$ cat src/ptt_defines.vh
// Notes on behaviour
// control bit3 enable, bits2..0 rate, reset zero
// tick requests only while enable is one
// fast source taps 23,21,16,14,13,12,11,9
// slow source taps 15,13,8,6,5,4,3,1
// slow/sleep modes: only codes 000, 001 valid; the timer does not block the other codes, which use the low-source taps
// software changes rate only while disabled
// one write may set rate and enable
// tick on each falling edge of tap
// divider never cleared by enable or write
// special space 0000-003F, buffer 0F80-0FFF
// software never touches reserved addresses
// no read-modify-write on write-only registers
// falling edge pulses request, latch sets
`ifndef PTT_DEFINES_VH
`define PTT_DEFINES_VH
`define PTT_ADDR_W 12
`define PTT_CTRL_ADDR 12'h036
`define PTT_SFR_LAST 12'h03F
`define PTT_DBR_FIRST 12'hF80
`define PTT_CTRL_RESET 8'h00
`define PTT_EN_BIT 3
`define PTT_RATE_HI 2
`define PTT_RATE_LO 0
`define PTT_DIV_W 23
`define PTT_FAST_T0 5'd22
`define PTT_FAST_T1 5'd20
`define PTT_FAST_T2 5'd15
`define PTT_FAST_T3 5'd13
`define PTT_FAST_T4 5'd12
`define PTT_FAST_T5 5'd11
`define PTT_FAST_T6 5'd10
`define PTT_FAST_T7 5'd8
`define PTT_SLOW_T0 5'd14
`define PTT_SLOW_T1 5'd12
`define PTT_SLOW_T2 5'd7
`define PTT_SLOW_T3 5'd5
`define PTT_SLOW_T4 5'd4
`define PTT_SLOW_T5 5'd3
`define PTT_SLOW_T6 5'd2
`define PTT_SLOW_T7 5'd0
`endif

$ cat src/ptt_timer.v
`timescale 1ns/1ns
`include "ptt_defines.vh"
module ptt_timer (
    input wire i_core_clk, // core clock, 125 MHz
    input wire i_rst, // synchronous reset, active high
    input wire [11:0] i_addr, // cpu byte address
    input wire i_wr, // write strobe, one cycle
    input wire i_rd, // read strobe
    input wire [7:0] i_wdata, // write data
    input wire i_high_freq_clock_tick, // one pulse per high clock period
    input wire i_low_freq_clock_tick, // one pulse per low clock period
    input wire i_prescaler_source_select, // 1: low clock in normal
    input wire i_slow_operation, // slow or sleep mode active
    input wire i_tick_interrupt_clear, // controller clears latch
    output reg [7:0] o_rdata, // read data, registered
    output reg o_tick_interrupt, // tick interrupt latch
    output reg o_tick_request // one-cycle request per tick
);
    reg [7:0] ctrl_q;
    reg [7:0] ctrl_d;
    reg [`PTT_DIV_W-1:0] div_q;
    reg [`PTT_DIV_W-1:0] div_d;
    reg tap_q;
    reg req_d;
    reg irq_d;
    reg [7:0] rdata_d;
    wire [`PTT_DIV_W-1:0] carry;
    wire [4:0] idx_now;
    wire [4:0] idx_next;
    wire use_low;
    wire src_tick;
    wire tap_now;
    wire tap_d;
    wire wr_hit;
    wire rd_hit;
    wire enabled;
    wire fall;
    genvar n;

    // field helpers; rate_of serves the live and the next control value, en_of the live one only
    function [2:0] rate_of;
        input [7:0] ctrl;
        begin
            rate_of = ctrl[`PTT_RATE_HI:`PTT_RATE_LO];
        end
    endfunction

    function en_of;
        input [7:0] ctrl;
        begin
            en_of = ctrl[`PTT_EN_BIT];
        end
    endfunction

    // a strobe counts only at the control address; reserved space is
    // left alone
    function addr_hit;
        input strobe;
        input [11:0] addr;
        begin
            addr_hit = strobe & (addr == `PTT_CTRL_ADDR);
        end
    endfunction

    // divider bit whose period matches the high clock rate
    function [4:0] fast_tap;
        input [2:0] rate;
        begin
            case (rate)
                3'h0: fast_tap = `PTT_FAST_T0;
                3'h1: fast_tap = `PTT_FAST_T1;
                3'h2: fast_tap = `PTT_FAST_T2;
                3'h3: fast_tap = `PTT_FAST_T3;
                3'h4: fast_tap = `PTT_FAST_T4;
                3'h5: fast_tap = `PTT_FAST_T5;
                3'h6: fast_tap = `PTT_FAST_T6;
                default: fast_tap = `PTT_FAST_T7;
            endcase
        end
    endfunction

    // slow modes define only codes 000 and 001; the other codes are
    // left on the low-source taps rather than blocked
    function [4:0] slow_tap;
        input [2:0] rate;
        begin
            case (rate)
                3'h0: slow_tap = `PTT_SLOW_T0;
                3'h1: slow_tap = `PTT_SLOW_T1;
                3'h2: slow_tap = `PTT_SLOW_T2;
                3'h3: slow_tap = `PTT_SLOW_T3;
                3'h4: slow_tap = `PTT_SLOW_T4;
                3'h5: slow_tap = `PTT_SLOW_T5;
                3'h6: slow_tap = `PTT_SLOW_T6;
                default: slow_tap = `PTT_SLOW_T7;
            endcase
        end
    endfunction

    function [4:0] tap_index;
        input [2:0] rate;
        input low;
        begin
            if (low) begin
                tap_index = slow_tap(rate);
            end else begin
                tap_index = fast_tap(rate);
            end
        end
    endfunction

    // low clock feeds the divider in slow modes or when selected
    assign use_low = i_slow_operation | i_prescaler_source_select;
    assign src_tick = use_low ? i_low_freq_clock_tick
                              : i_high_freq_clock_tick;

    assign wr_hit = addr_hit(i_wr, i_addr);
    assign rd_hit = addr_hit(i_rd, i_addr);

    always @* begin
        ctrl_d = ctrl_q;
        if (wr_hit) begin
            ctrl_d = i_wdata;
        end
    end

    // free-running divider as a carry chain: a bit toggles when the
    // source ticks and all lower bits are one; only reset clears it
    assign carry[0] = src_tick;
    generate
        for (n = 1; n < `PTT_DIV_W; n = n + 1) begin : g_carry
            assign carry[n] = carry[n-1] & div_q[n-1];
        end
    endgenerate

    always @* begin
        div_d = div_q ^ carry;
    end

    // the rate field is used live: a write that enables picks it up
    assign idx_now = tap_index(rate_of(ctrl_q), use_low);
    assign tap_now = div_q[idx_now];
    // the history bit is taken through next cycle's rate, so a write
    // that changes rate and enables together never fakes an edge; a
    // source switch while enabled can still give one early tick
    assign idx_next = tap_index(rate_of(ctrl_d), use_low);
    assign tap_d = div_q[idx_next];
    assign enabled = en_of(ctrl_q);
    assign fall = tap_q & ~tap_now & enabled;

    always @* begin
        req_d = fall;
    end

    // set wins over a clear in the same cycle
    always @* begin
        irq_d = o_tick_interrupt;
        if (fall) begin
            irq_d = 1'h1;
        end else if (i_tick_interrupt_clear) begin
            irq_d = 1'h0;
        end
    end

    // read data is zero outside a read of this register
    always @* begin
        rdata_d = 8'h00;
        if (rd_hit) begin
            rdata_d = ctrl_q;
        end
    end

    always @(posedge i_core_clk) begin
        if (i_rst) begin
            div_q <= {`PTT_DIV_W{1'b0}};
        end else begin
            div_q <= div_d;
        end
    end

    // bits 7..4 are stored and read back but drive nothing here
    always @(posedge i_core_clk) begin
        if (i_rst) begin
            ctrl_q <= `PTT_CTRL_RESET;
        end else begin
            ctrl_q <= ctrl_d;
        end
    end

    // tap history follows the tap even while disabled, so enabling
    // never fakes an edge; first tick may come early by design
    always @(posedge i_core_clk) begin
        if (i_rst) begin
            tap_q <= 1'h0;
        end else begin
            tap_q <= tap_d;
        end
    end

    always @(posedge i_core_clk) begin
        if (i_rst) begin
            o_tick_request <= 1'h0;
        end else begin
            o_tick_request <= req_d;
        end
    end

    always @(posedge i_core_clk) begin
        if (i_rst) begin
            o_tick_interrupt <= 1'h0;
        end else begin
            o_tick_interrupt <= irq_d;
        end
    end

    always @(posedge i_core_clk) begin
        if (i_rst) begin
            o_rdata <= 8'h00;
        end else begin
            o_rdata <= rdata_d;
        end
    end
endmodule

$ cat config.mk
export PLATFORM = sky130hd
export DESIGN_NAME = ptt_timer
export DESIGN_NICKNAME = d
export VERILOG_FILES = /design/src/ptt_timer.v
export VERILOG_INCLUDE_DIRS = /design/src
export SDC_FILE = /design/constraint.sdc
export NUM_CORES = 1
export LEC_CHECK = 0
export BUFFER_PORTS_ARGS = -buffer_cell sky130_fd_sc_hd__buf_2
export CELL_PAD_IN_SITES_DETAIL_PLACEMENT = 1
export CELL_PAD_IN_SITES_GLOBAL_PLACEMENT = 1
export CORE_MARGIN = 2
export CORE_UTILIZATION = 35
export CTS_BUF_LIST = sky130_fd_sc_hd__clkbuf_4
export DETAILED_ROUTE_END_ITERATION = 16
export GPL_ROUTABILITY_DRIVEN = 0
export GPL_TIMING_DRIVEN = 0
export PLACE_DENSITY_LB_ADDON = 0.25
export SETUP_SLACK_MARGIN = 0.5
export SKIP_CTS_REPAIR_TIMING = 1
export SYNTH_ARGS = -nofsm -noshare
export SYNTH_HDL_FRONTEND = slang
export SYNTH_SLANG_ARGS = --single-unit
$ cat constraint.sdc
create_clock -name i_core_clk -period 10.85 [get_ports i_core_clk]
set_clock_uncertainty 0.2 [all_clocks]
set_input_delay 3.255 -clock i_core_clk [delete_from_list [all_inputs] [get_ports i_core_clk]]
set_output_delay 3.255 -clock i_core_clk [all_outputs]
set_load 0.05 [all_outputs]
==> results of run 1 <==
[critical path, stage by stage]
cell and delay [ps]:
buf_2 120, nor2_1 330, mux2_2 380, ha_1 190
ha_1 180, ha_1 190, ha_1 180, ha_1 180
ha_1 190, ha_1 180, ha_1 180, ha_1 180
ha_1 180, ha_1 180, ha_1 180, ha_1 170
ha_1 180, ha_1 180, ha_1 180, ha_1 190
ha_1 180, ha_1 180, ha_1 180, ha_1 180
ha_1 190, xnor2_1 150, nor2_1 50
[state kept, by name, indices dropped and copies added (netlist names)]
signal,count
tap_q,1
o_tick_request,1
o_tick_interrupt,1
o_rdata,8
ctrl_q,8
div_q,23
[area by class of cell]
cell class / count / area, µm²
tap: 75 / 93.8
clock buffer: 6 / 45.0
fill: 683 / 3420
inverter: 1 / 3.75
sequential: 42 / 841
timing repair buffer: 37 / 185
clock inverter: 2 / 13.8
buffer: 9 / 62.6
multi-input combinational: 143 / 1180
[logic make-up (layout without fill, tap and decap cells)]
family / Yosys count / in the layout / share of synthesized area (%)
muxes: 25 / 25 / 14.4
buffers and inverters: 10 / 55 / 3.17
xor gates and xnor gates: 4 / 4 / 1.67
AOI/OAI and AO/OA: 21 / 21 / 7.48
and+or+nand+nor: 71 / 71 / 20.0
adders and majority gates: 22 / 22 / 13.2
DFF: 42 / 42 / 40.2
[per-stage QoR]
step | worst slack, ps | hold WS [ps]
final | 2600 | 256
after global routing | 2330 | 283
after CTS | 2550 | 259
after detailed placement | 2170 | 238
after global placement | 2200 | 229
after floorplan | 2660 | 224
[worst paths after layout]
| path | start | to | slack (ps) | cells past startpoint |
|---|---|---|---|---|
| worst min-delay path | ctrl_q[6]$_SDFFE_PP0P_ | ctrl_q[6]$_SDFFE_PP0P_ | 260 | 2 |
| worst max register to register | div_q[0]$_SDFF_PP0_ | div_q[22]$_SDFF_PP0_ | 5970 | 24 |
| worst min register to register | ctrl_q[6]$_SDFFE_PP0P_ | ctrl_q[6]$_SDFFE_PP0P_ | 260 | 2 |
| worst max-delay path | i_prescaler_source_select | div_q[22]$_SDFF_PP0_ | 2600 | 27 |
[power by group]
group	switching, mW	total [mW]	internal, mW
Combinational	0.00699	0.0143	0.00728
Clock	0.0520	0.0800	0.0280
Sequential	0.000653	0.156	0.155
Total	0.0596	0.250	0.191
[Yosys cell counts, drive strengths merged]
cell type and n:
nand2 12, mux2 4, mux2i 19, nor4 1, o21ai 1, nor3 2
nor2 8, nor3b 4, ha 22, a21o 2, nand3 5, nor2b 22
mux4 2, o22ai 1, nand2b 2, clkbuf 4, a22o 1, or4 2
and2b 1, o21bai 1, o2111ai 1, nand4bb 2, inv 1, a221oi 1
buf 5, o211ai 1, o32ai 1, dfxtp 42, and3b 2, xnor2 4
a211oi 2, a21oi 7, a2111oi 1, a2bb2oi 1, and2 8
[metal layers]
| metal | global-route usage (%) | vias to the layer above |
|---|---|---|
| met5 | 0 | - |
| met4 | 4.24 | 0 |
| met3 | 3.22 | 5 |
| met1 | 18.6 | 735 |
| met2 | 23.4 | 21 |
| li1 | - | 779 |
==> metrics.txt, run 1 <==
# TYPE chip_impl_metric gauge
chip_impl_metric{name="timing_max_transition_violations_final",unit=""} 0
chip_impl_metric{name="initial_core_util",unit="%"} 35.8
chip_impl_info{name="holdCritPathClass",value="register to register"} 1
chip_impl_metric{name="p_per_area",unit="nW/µm²"} 103
chip_impl_metric{name="cts-buffers-inserted",unit=""} 5
chip_impl_metric{name="pin_count_of_the_biggest_net_entering_global_routing",unit=""} 14
chip_impl_metric{name="drt_first_iter_violations",unit=""} 46
chip_impl_metric{name="antenna_cells_inserted",unit=""} 0
chip_impl_metric{name="groute.usage.overall",unit="%"} 14.2
chip_impl_metric{name="synthDistinctLibCells",unit=""} 42
chip_impl_metric{name="drv.max_cap_violation_count",unit=""} 0
chip_impl_metric{name="maxSlewHeadroom",unit="%"} 48.4
chip_impl_metric{name="floorplan.core_area",unit="µm²"} 5850
chip_impl_metric{name="detailroute.wirelength.met2",unit="mm"} 2.07
chip_impl_info{name="critical_path.endpoint_type",value="register"} 1
chip_impl_metric{name="grt_pass1_vias",unit=""} 1567
chip_impl_metric{name="fin_area",unit="µm²"} 2430
chip_impl_info{name="layout.cells.most_common_list",value="dfxtp_1, buf_2, nor2b_1, ha_1, mux2i_1"} 1
chip_impl_metric{name="drt_wl_total",unit="mm"} 4.23
chip_impl_metric{name="num_vias",unit=""} 1540
chip_impl_metric{name="finish.net_count",unit=""} 290
chip_impl_info{name="netlist.top_cell.by_area",value="dfxtp_1"} 1
chip_impl_metric{name="clock.fmax",unit="MHz"} 121
chip_impl_metric{name="placement.io_buffers",unit=""} 37
chip_impl_metric{name="mappedNetlistArea",unit="µm²"} 2090
chip_impl_metric{name="hold_violations",unit=""} 0
chip_impl_metric{name="synthDominantCellAreaShare",unit="%"} 40.2
chip_impl_metric{name="grt_remaining_overflow",unit=""} 0
chip_impl_metric{name="std_cell_rows",unit=""} 28
chip_impl_metric{name="final_setup_fails",unit=""} 0
chip_impl_metric{name="clock-sinks",unit=""} 42
chip_impl_metric{name="total_power",unit="µW"} 250
chip_impl_metric{name="layout-drive-gt1-share",unit="%"} 26.3
chip_impl_metric{name="yosysSeqAreaShare",unit="%"} 40.2
chip_impl_info{name="run_status",value="completed"} 1
chip_impl_metric{name="synthCells",unit=""} 195
chip_impl_metric{name="totalNegativeSetupSlack",unit="ps"} 0
chip_impl_metric{name="dieWidth",unit="µm"} 81.3
chip_impl_metric{name="floorplan.die.height",unit="µm"} 81.3
chip_impl_info{name="setup_repair_after_global_routing_missed_its_margin",value="false"} 1
chip_impl_metric{name="power_leakage",unit="nW"} 1.17
chip_impl_metric{name="route.detailed.drc",unit=""} 0
chip_impl_metric{name="yosys_register_bits",unit=""} 42
chip_impl_metric{name="synth_nets",unit=""} 246
chip_impl_metric{name="htree_num_levels",unit=""} 2
chip_impl_info{name="clock-root-buffer",value="clkbuf_4"} 1
chip_impl_metric{name="cp.required",unit="ps"} 10870
chip_impl_metric{name="antenna_violations_before_repair",unit=""} 0
chip_impl_info{name="routed.top_layer",value="met4"} 1
chip_impl_metric{name="ios",unit=""} 39
chip_impl_metric{name="cp_max_fanout",unit=""} 5
chip_impl_metric{name="stdcell_count",unit=""} 315
chip_impl_metric{name="full_die_area",unit="µm²"} 6610
chip_impl_metric{name="finalCriticalPeriod",unit="ps"} 8250
chip_impl_info{name="ys_top_cells_by_area",value="dfxtp_1, ha_1, mux2i_1, nor2b_1, and2_1"} 1
chip_impl_metric{name="cts.reportedPaths.clkPinSlew",unit="ps"} 130
chip_impl_metric{name="area_growth_from_synthesis_to_layout",unit="%"} 16.1
chip_impl_metric{name="worst_slew_pin_slew",unit="ps"} 768
chip_impl_metric{name="hpwlAfterDp",unit="mm"} 3.32
chip_impl_info{name="layout.cells.most_common",value="dfxtp_1"} 1
chip_impl_info{name="criticalPathCategory",value="input pin to register"} 1
chip_impl_metric{name="ant_nets",unit=""} 0
chip_impl_metric{name="worstSkewPairLatency",unit="ps"} 350
chip_impl_metric{name="dpl.cell_count",unit=""} 307
chip_impl_metric{name="yosysWarningCount",unit=""} 0
chip_impl_info{name="cts_tree",value="built"} 1
chip_impl_metric{name="grt_pass1_wl",unit="mm"} 7.31
chip_impl_metric{name="syn_avg_cell_area",unit="µm²"} 10.7
chip_impl_metric{name="via_per_inst",unit=""} 4.89
chip_impl_metric{name="max-clock-path-buffers",unit=""} 2
chip_impl_metric{name="dr.pass1.iters",unit=""} 4
chip_impl_metric{name="route.met3.wl",unit="µm"} 146
chip_impl_metric{name="m1WireLength",unit="mm"} 1.97
chip_impl_metric{name="worstPathArrival",unit="ps"} 8270
chip_impl_info{name="worst_setup_path_start_kind",value="input pin"} 1
chip_impl_metric{name="share_of_the_cycle_needed_by_the_critical_path_after_routing",unit="%"} 76.0
chip_impl_metric{name="avgRoutedWirePerCell",unit="µm"} 13.4
chip_impl_metric{name="irDropWorstVdd",unit="µV"} 40.4
chip_impl_metric{name="placed_cell_areas",unit="µm²"} 2370
chip_impl_metric{name="final_util",unit="%"} 41.5
(Power assumes the default switching activity.)
==> run 2, diff against run 1 <==
- ABC_AREA: default -> 1
- clock period: 10.85 -> 8.4 ns (I/O delays scaled with it)
==> run 2 against run 1 <==
Against the previous run:
- power is 27% higher
- core utilization rose by 0.24 points
- flip-flop and latch count is the same
- via count increased by 39%
- sequential power grew 29%
- worst setup slack got worse by 1500 ps
- non-clock buffer count fell by 1
- global-route usage up 2.5 points
- wire length up 31%
- synthesized area increased by 13%
==> metrics.txt, run 2 <==
# TYPE chip_impl_metric gauge
chip_impl_metric{name="synthDominantCellAreaShare",unit="%"} 35.5
chip_impl_metric{name="area_growth_from_synthesis_to_layout",unit="%"} 13.9
chip_impl_metric{name="whs_path_depth",unit=""} 2
chip_impl_metric{name="placed_cell_areas",unit="µm²"} 2650
chip_impl_metric{name="timing_max_transition_violations_final",unit=""} 0
chip_impl_metric{name="pin_count_of_the_biggest_net_entering_global_routing",unit=""} 13
chip_impl_metric{name="fin_area",unit="µm²"} 2700
chip_impl_metric{name="yosysSeqAreaShare",unit="%"} 35.5
chip_impl_info{name="registers.top_by_ff_count",value="div_q"} 1
chip_impl_metric{name="hold_violations",unit=""} 0
chip_impl_metric{name="ios",unit=""} 39
chip_impl_metric{name="drt_first_iter_violations",unit=""} 76
chip_impl_metric{name="synth-edff-count",unit=""} 0
chip_impl_metric{name="layout-drive-gt1-share",unit="%"} 21.5
chip_impl_metric{name="finish.net_count",unit=""} 419
chip_impl_info{name="critical_path.endpoint_type",value="register"} 1
chip_impl_info{name="crit-reg2reg-launch",value="div_q[0]$_SDFF_PP0_"} 1
chip_impl_metric{name="p_per_area",unit="nW/µm²"} 117
chip_impl_info{name="ys_dominant_reg_cell",value="dfxtp_1"} 1
chip_impl_metric{name="cp_slowest_stage_delay",unit="ps"} 270
chip_impl_metric{name="maxSlewHeadroom",unit="%"} 66.9
chip_impl_metric{name="largest_register_ff_count",unit=""} 23
chip_impl_info{name="ys_top_cells_by_area",value="dfxtp_1, ha_1, inv_1, nor2_1, nand2_1"} 1
chip_impl_metric{name="totalNegativeSetupSlack",unit="ps"} 0
chip_impl_metric{name="power_leakage",unit="nW"} 1.40
chip_impl_info{name="layout.cells.most_common",value="inv_1"} 1
chip_impl_info{name="slowest_stage",value="nor2_1"} 1
chip_impl_metric{name="total_power",unit="µW"} 317
chip_impl_metric{name="worst_slew_pin_slew",unit="ps"} 497
chip_impl_info{name="cts_tree",value="built"} 1
chip_impl_metric{name="via_per_inst",unit=""} 4.80
chip_impl_metric{name="ant_nets",unit=""} 0
chip_impl_metric{name="floorplan.core_area",unit="µm²"} 6460
chip_impl_info{name="holdCritPathClass",value="register to register"} 1
chip_impl_metric{name="mappedNetlistArea",unit="µm²"} 2370
chip_impl_metric{name="antenna_violations_before_repair",unit=""} 0
chip_impl_metric{name="antenna_cells_inserted",unit=""} 0
chip_impl_info{name="yosysMostFrequentCell",value="inv_1"} 1
chip_impl_metric{name="floorplan.die.height",unit="µm"} 86.3
chip_impl_metric{name="n_fill_cell",unit=""} 875
chip_impl_metric{name="max-clock-path-buffers",unit=""} 2
chip_impl_metric{name="worstSkewPairLatency",unit="ps"} 350
chip_impl_metric{name="grt_pass1_vias",unit=""} 2235
chip_impl_info{name="holdCritStartpoint",value="ctrl_q[6]$_SDFFE_PP0P_"} 1
chip_impl_metric{name="yosysWarningCount",unit=""} 0
chip_impl_metric{name="std_cell_rows",unit=""} 29
chip_impl_metric{name="yosys_register_bits",unit=""} 42
chip_impl_metric{name="dr.pass1.iters",unit=""} 4
chip_impl_metric{name="num_vias",unit=""} 2135
chip_impl_info{name="layout.cells.most_common_list",value="inv_1, nor2_1, nand2_1"} 1
chip_impl_metric{name="stdcell_count",unit=""} 445
chip_impl_metric{name="asyncSetResetFlopFracSynth",unit="%"} 0
chip_impl_info{name="top_regs",value="div_q x23, ctrl_q x8, o_rdata x8"} 1
chip_impl_metric{name="cts-buffers-inserted",unit=""} 5
chip_impl_metric{name="cp_max_fanout",unit=""} 4
chip_impl_metric{name="cp.required",unit="ps"} 8440
chip_impl_metric{name="share_of_the_cycle_needed_by_the_critical_path_after_routing",unit="%"} 87.1
chip_impl_info{name="ys_top_cells_by_count",value="inv_1, nor2_1, nand2_1"} 1
chip_impl_metric{name="cts.reportedPaths.clkPinSlew",unit="ps"} 120
chip_impl_metric{name="grt_remaining_overflow",unit=""} 0
chip_impl_info{name="worst_path_most_repeated_cell",value="ha_1"} 1
chip_impl_metric{name="placement.io_buffers",unit=""} 37
chip_impl_metric{name="grt_pass1_wl",unit="mm"} 9.93
chip_impl_metric{name="avgRoutedWirePerCell",unit="µm"} 12.5
chip_impl_metric{name="groute.usage.overall",unit="%"} 16.7
chip_impl_metric{name="setup.reg_to_reg.worst_slack",unit="ps"} 3540
chip_impl_metric{name="finalCriticalPeriod",unit="ps"} 7320
chip_impl_metric{name="clock.fmax",unit="MHz"} 137
chip_impl_info{name="criticalPathCategory",value="input pin to register"} 1
chip_impl_metric{name="clock-sinks",unit=""} 42
chip_impl_metric{name="timing.final.ws_setup",unit="ps"} 1080
chip_impl_metric{name="dpl.cell_count",unit=""} 438
chip_impl_metric{name="number_of_cells_on_the_worst_reg_to_reg_path",unit=""} 24
chip_impl_metric{name="drv.max_cap_violation_count",unit=""} 0
chip_impl_metric{name="syn_avg_cell_area",unit="µm²"} 7.31
chip_impl_metric{name="drt_wl_total",unit="mm"} 5.54
chip_impl_metric{name="synth_nets",unit=""} 375
chip_impl_metric{name="hpwlAfterDp",unit="mm"} 4.45
chip_impl_metric{name="synthDistinctLibCells",unit=""} 33
chip_impl_info{name="clock-root-buffer",value="clkbuf_4"} 1
chip_impl_metric{name="synthCells",unit=""} 324
chip_impl_info{name="netlist.top_cell.by_area",value="dfxtp_1"} 1
chip_impl_metric{name="htree_num_levels",unit=""} 2
chip_impl_metric{name="preCtsSetupSlack",unit="ps"} 633
chip_impl_info{name="setup_repair_after_global_routing_missed_its_margin",value="false"} 1
chip_impl_metric{name="dieWidth",unit="µm"} 86.3
chip_impl_info{name="worst_setup_path_start_kind",value="input pin"} 1
chip_impl_metric{name="irDropWorstVdd",unit="µV"} 74.8
chip_impl_info{name="timing.hold.worst_endpoint",value="o_rdata[6]$_SDFF_PP0_"} 1
chip_impl_info{name="run_status",value="completed"} 1
chip_impl_metric{name="worstPathArrival",unit="ps"} 7360
chip_impl_metric{name="final_setup_fails",unit=""} 0
chip_impl_info{name="reg2reg_to",value="div_q[22]$_SDFF_PP0_"} 1
chip_impl_metric{name="route.detailed.drc",unit=""} 0
chip_impl_metric{name="full_die_area",unit="µm²"} 7440
chip_impl_metric{name="initial_core_util",unit="%"} 36.7
-- run 2: metrics by stage --
step           hold WS, ps  utilization, %
2_1_floorplan          216               -
3_3_place_gp           224            41.0
3_5_place_dp           230            41.0
4_1_cts                248            41.8
5_1_grt                264            41.8
6_report               247            41.8
-- run 2: cells by family (layout without fill, tap and decap cells) --
family          count (synthesis)  after routing  share of synthesized area (%)
fa+ha+maj                      22             22                           11.6
flops                          42             42                           35.5
buf+inv                        71            115                           11.8
simple gates                  154            154                           32.6
compound gates                 33             33                           7.71
xor+xnor                        2              2                          0.740
-- run 2: worst max path at each step --
| stage | start | endpoint | slack [ps] | depth (start not counted) |
|---|---|---|---|---|
| global placement | i_prescaler_source_select | div_q[22]$_SDFF_PP0_ | 700 | 29 |
| floorplan | i_prescaler_source_select | div_q[22]$_SDFF_PP0_ | 1180 | 28 |
| detailed placement | i_prescaler_source_select | div_q[22]$_SDFF_PP0_ | 630 | 29 |
| global route | i_prescaler_source_select | div_q[22]$_SDFF_PP0_ | 790 | 29 |
| CTS | i_prescaler_source_select | div_q[22]$_SDFF_PP0_ | 1020 | 29 |
| finish | i_prescaler_source_select | div_q[22]$_SDFF_PP0_ | 1080 | 29 |
-- run 2: critical path: cells and delay by family --
kind | cells | cell delay, ps
XOR/XNOR | 1 | 170
AND/OR/NAND/NOR | 4 | 470
buffers and inverters | 2 | 250
adder cells (fa/ha/maj) | 22 | 3960
-- run 2: layout make-up --
cell class	instances	area [µm²]	share of cell area [%]
repair buffers	37	185	6.86
multi-input cells	211	1250	46.2
inverters	63	236	8.77
well taps	77	96.3	3.57
clock inverters	2	10.0	0.371
plain buffers	8	43.8	1.62
flip-flops and latches	42	841	31.2
clock buffers	5	37.5	1.39
-- run 2: layer usage --
metal	routed length, µm	up-vias	global-route usage, %	share of wire [%]
met5	0	-	0	0
met4	69	0	4.26	1.2
met3	140	6	2.86	2.5
met2	2730	22	30.2	49
met1	2600	1000	20.5	47
li1	-	1107	-	-
-- run 2: report_power, final --
group	internal, mW	total, mW	switching [mW]	leakage [nW]
registers	0.200	0.201	0.000865	0.338
logic	0.00878	0.0212	0.0124	1.03
clock network	0.0302	0.0945	0.0643	0.0308
total	0.239	0.317	0.0776	1.40
==> run 3, diff against run 2 <==
- clock period: 8.4 -> 7.05 ns (I/O delays scaled with it)
==> run 3 against run 2 <==
Against the previous run:
- worst setup slack worse by 400 ps
- largest power group unchanged
- non-clock buffer count is 2 higher
- sequential power is 19% higher
- die area stayed put
- via count is 0.23% lower
- first-iteration DRC count is 34% lower
- global-route usage is 0.97 points lower
- flip-flop and latch count stayed put
- combinational power is 25% higher
- critical endpoint unchanged
==> metrics.txt, run 3 (synthesis results as in run 2) <==
# TYPE chip_impl_metric gauge
chip_impl_metric{name="p_per_area",unit="nW/µm²"} 152
chip_impl_info{name="setup_repair_after_global_routing_missed_its_margin",value="false"} 1
chip_impl_metric{name="floorplan.core_area",unit="µm²"} 6460
chip_impl_metric{name="std_cell_rows",unit=""} 29
chip_impl_metric{name="route.detailed.drc",unit=""} 0
chip_impl_metric{name="floorplan.die.height",unit="µm"} 86.3
chip_impl_metric{name="antenna_cells_inserted",unit=""} 0
chip_impl_metric{name="totalNegativeSetupSlack",unit="ps"} 0
chip_impl_info{name="criticalPathCategory",value="input pin to register"} 1
chip_impl_metric{name="area_growth_from_synthesis_to_layout",unit="%"} 18.1
chip_impl_metric{name="grt_pass1_wl",unit="mm"} 9.34
chip_impl_info{name="layout.cells.most_common",value="inv_1"} 1
chip_impl_metric{name="full_die_area",unit="µm²"} 7440
chip_impl_metric{name="worstSkewPairLatency",unit="ps"} 360
chip_impl_metric{name="stdcell_count",unit=""} 448
chip_impl_metric{name="clock-sinks",unit=""} 42
chip_impl_metric{name="finalCriticalPeriod",unit="ps"} 6370
chip_impl_metric{name="placement.io_buffers",unit=""} 37
chip_impl_metric{name="grt_remaining_overflow",unit=""} 0
chip_impl_metric{name="hold_violations",unit=""} 0
chip_impl_metric{name="drv.max_cap_violation_count",unit=""} 0
chip_impl_metric{name="n_fill_cell",unit=""} 857
chip_impl_metric{name="ant_nets",unit=""} 0
chip_impl_metric{name="num_vias",unit=""} 2130
chip_impl_metric{name="cts.reportedPaths.clkPinSlew",unit="ps"} 140
chip_impl_info{name="worst_path_most_repeated_cell",value="ha_2"} 1
chip_impl_info{name="holdCritPathClass",value="register to register"} 1
chip_impl_info{name="cts_tree",value="built"} 1
chip_impl_metric{name="total_power",unit="µW"} 424
chip_impl_metric{name="final_setup_fails",unit=""} 0
chip_impl_metric{name="ios",unit=""} 39
chip_impl_metric{name="cp_slowest_stage_delay",unit="ps"} 180
chip_impl_metric{name="maxSlewHeadroom",unit="%"} 68.4
chip_impl_info{name="worst_setup_path_start_kind",value="input pin"} 1
chip_impl_info{name="layout.cells.most_common_list",value="inv_1, nor2_1, nand2_1"} 1
chip_impl_info{name="slowest_stage",value="ha_1"} 1
chip_impl_info{name="critical_path.endpoint_type",value="register"} 1
chip_impl_metric{name="dieWidth",unit="µm"} 86.3
chip_impl_metric{name="finish.net_count",unit=""} 421
chip_impl_metric{name="total_area_of_multi_input_combinational_cells",unit="µm²"} 1300
chip_impl_metric{name="initial_core_util",unit="%"} 36.7
chip_impl_metric{name="worst_slew_pin_slew",unit="ps"} 474
chip_impl_info{name="top_regs",value="div_q x23, ctrl_q x8, o_rdata x8"} 1
chip_impl_metric{name="irDropWorstVdd",unit="µV"} 96.7
chip_impl_info{name="run_status",value="completed"} 1
chip_impl_metric{name="power_leakage",unit="nW"} 1.37
chip_impl_metric{name="clock.fmax",unit="MHz"} 157
chip_impl_metric{name="regArea",unit="µm²"} 841
chip_impl_metric{name="cp.required",unit="ps"} 7100
chip_impl_metric{name="dpl.cell_count",unit=""} 438
chip_impl_metric{name="max-clock-path-buffers",unit=""} 2
chip_impl_metric{name="worstPathArrival",unit="ps"} 6420
chip_impl_metric{name="cts-buffers-inserted",unit=""} 5
chip_impl_metric{name="timing_max_transition_violations_final",unit=""} 0
chip_impl_info{name="clock-root-buffer",value="clkbuf_4"} 1
chip_impl_metric{name="avgRoutedWirePerCell",unit="µm"} 12.0
chip_impl_metric{name="antenna_violations_before_repair",unit=""} 0
chip_impl_metric{name="largest_register_ff_count",unit=""} 23
chip_impl_metric{name="dr.pass1.iters",unit=""} 4
chip_impl_metric{name="groute.usage.overall",unit="%"} 15.7
chip_impl_metric{name="setup.reg_to_reg.worst_slack",unit="ps"} 2470
chip_impl_metric{name="pin_count_of_the_biggest_net_entering_global_routing",unit=""} 15
chip_impl_metric{name="final_util",unit="%"} 43.3
chip_impl_metric{name="share_of_the_cycle_needed_by_the_critical_path_after_routing",unit="%"} 90.4
chip_impl_metric{name="drt_wl_total",unit="mm"} 5.39
chip_impl_metric{name="cp_max_fanout",unit=""} 3
chip_impl_info{name="registers.top_by_ff_count",value="div_q"} 1
chip_impl_metric{name="grt_pass1_vias",unit=""} 2092
chip_impl_metric{name="htree_num_levels",unit=""} 2
chip_impl_metric{name="layout-drive-gt1-share",unit="%"} 26.7
chip_impl_metric{name="via_per_inst",unit=""} 4.75
chip_impl_metric{name="drt_first_iter_violations",unit=""} 50
chip_impl_metric{name="hpwlAfterDp",unit="mm"} 4.31
==> run 3: cell types whose count changed in the layout (fill, tap and decap cells not counted) <==
cell        change
xnor2_2         +1
xnor2_1         -1
ha_2           +14
bufinv_16       +1
ha_1           -14
nor2_1          -1
nor2_4          +1
inv_1           -1
clkinvlp_4      +2
clkinv_2        -2
buf_4           +2
inv_2           +1
==> run 3: where the power goes <==
| part | total, mW | switching, mW | internal [mW] |
|---|---|---|---|
| clock | 0.158 | 0.0836 | 0.0744 |
| sequential | 0.240 | 0.00113 | 0.239 |
| combinational | 0.0265 | 0.0151 | 0.0114 |
==> run 3: worst paths after layout <==
check | start | end | depth (start not counted)
worst min register to register | ctrl_q[3]$_SDFFE_PP0P_ | o_rdata[3]$_SDFF_PP0_ | 2
worst max-delay path | i_prescaler_source_select | div_q[22]$_SDFF_PP0_ | 29
worst min-delay path | ctrl_q[3]$_SDFFE_PP0P_ | o_rdata[3]$_SDFF_PP0_ | 2
worst max register to register | div_q[0]$_SDFF_PP0_ | div_q[22]$_SDFF_PP0_ | 24
==> run 3: worst max-delay path, delay by kind of cell <==
family                   cells  cell delay, ps
buffers and inverters        2             160
AND/OR/NAND/NOR              4             290
XOR/XNOR                     1             150
adder cells (fa/ha/maj)     22            3700
==> run 3: metal layers <==
| layer | track usage (%) | vias up | routed length [µm] |
|---|---|---|---|
| met3 | 2.38 | 5 | 115 |
| met5 | 0 | - | 0 |
| met4 | 5.11 | 0 | 68 |
| met2 | 28.8 | 19 | 2760 |
| met1 | 18.8 | 988 | 2450 |
| li1 | - | 1118 | - |
==> run 3: layout make-up <==
| type | count | area share (%) |
|---|---|---|
| clock inverter | 3 | 1.61 |
| buffer | 8 | 1.57 |
| multi-input combinational | 211 | 46.4 |
| inverter | 63 | 8.45 |
| tap | 77 | 3.44 |
| clock buffer | 5 | 1.34 |
| timing repair buffer | 39 | 7.16 |
| sequential | 42 | 30.1 |
==> run 3: stage by stage <==
stage | setup slack, ps | hold slack (ps) | cell area (µm²)
final | 678 | 248 | 2800
after global routing | 512 | 269 | 2800
after CTS | 482 | 253 | 2760
after detailed placement | 88.9 | 236 | 2680
after global placement | 99.4 | 228 | 2680
after floorplan | 512 | 216 | 2400
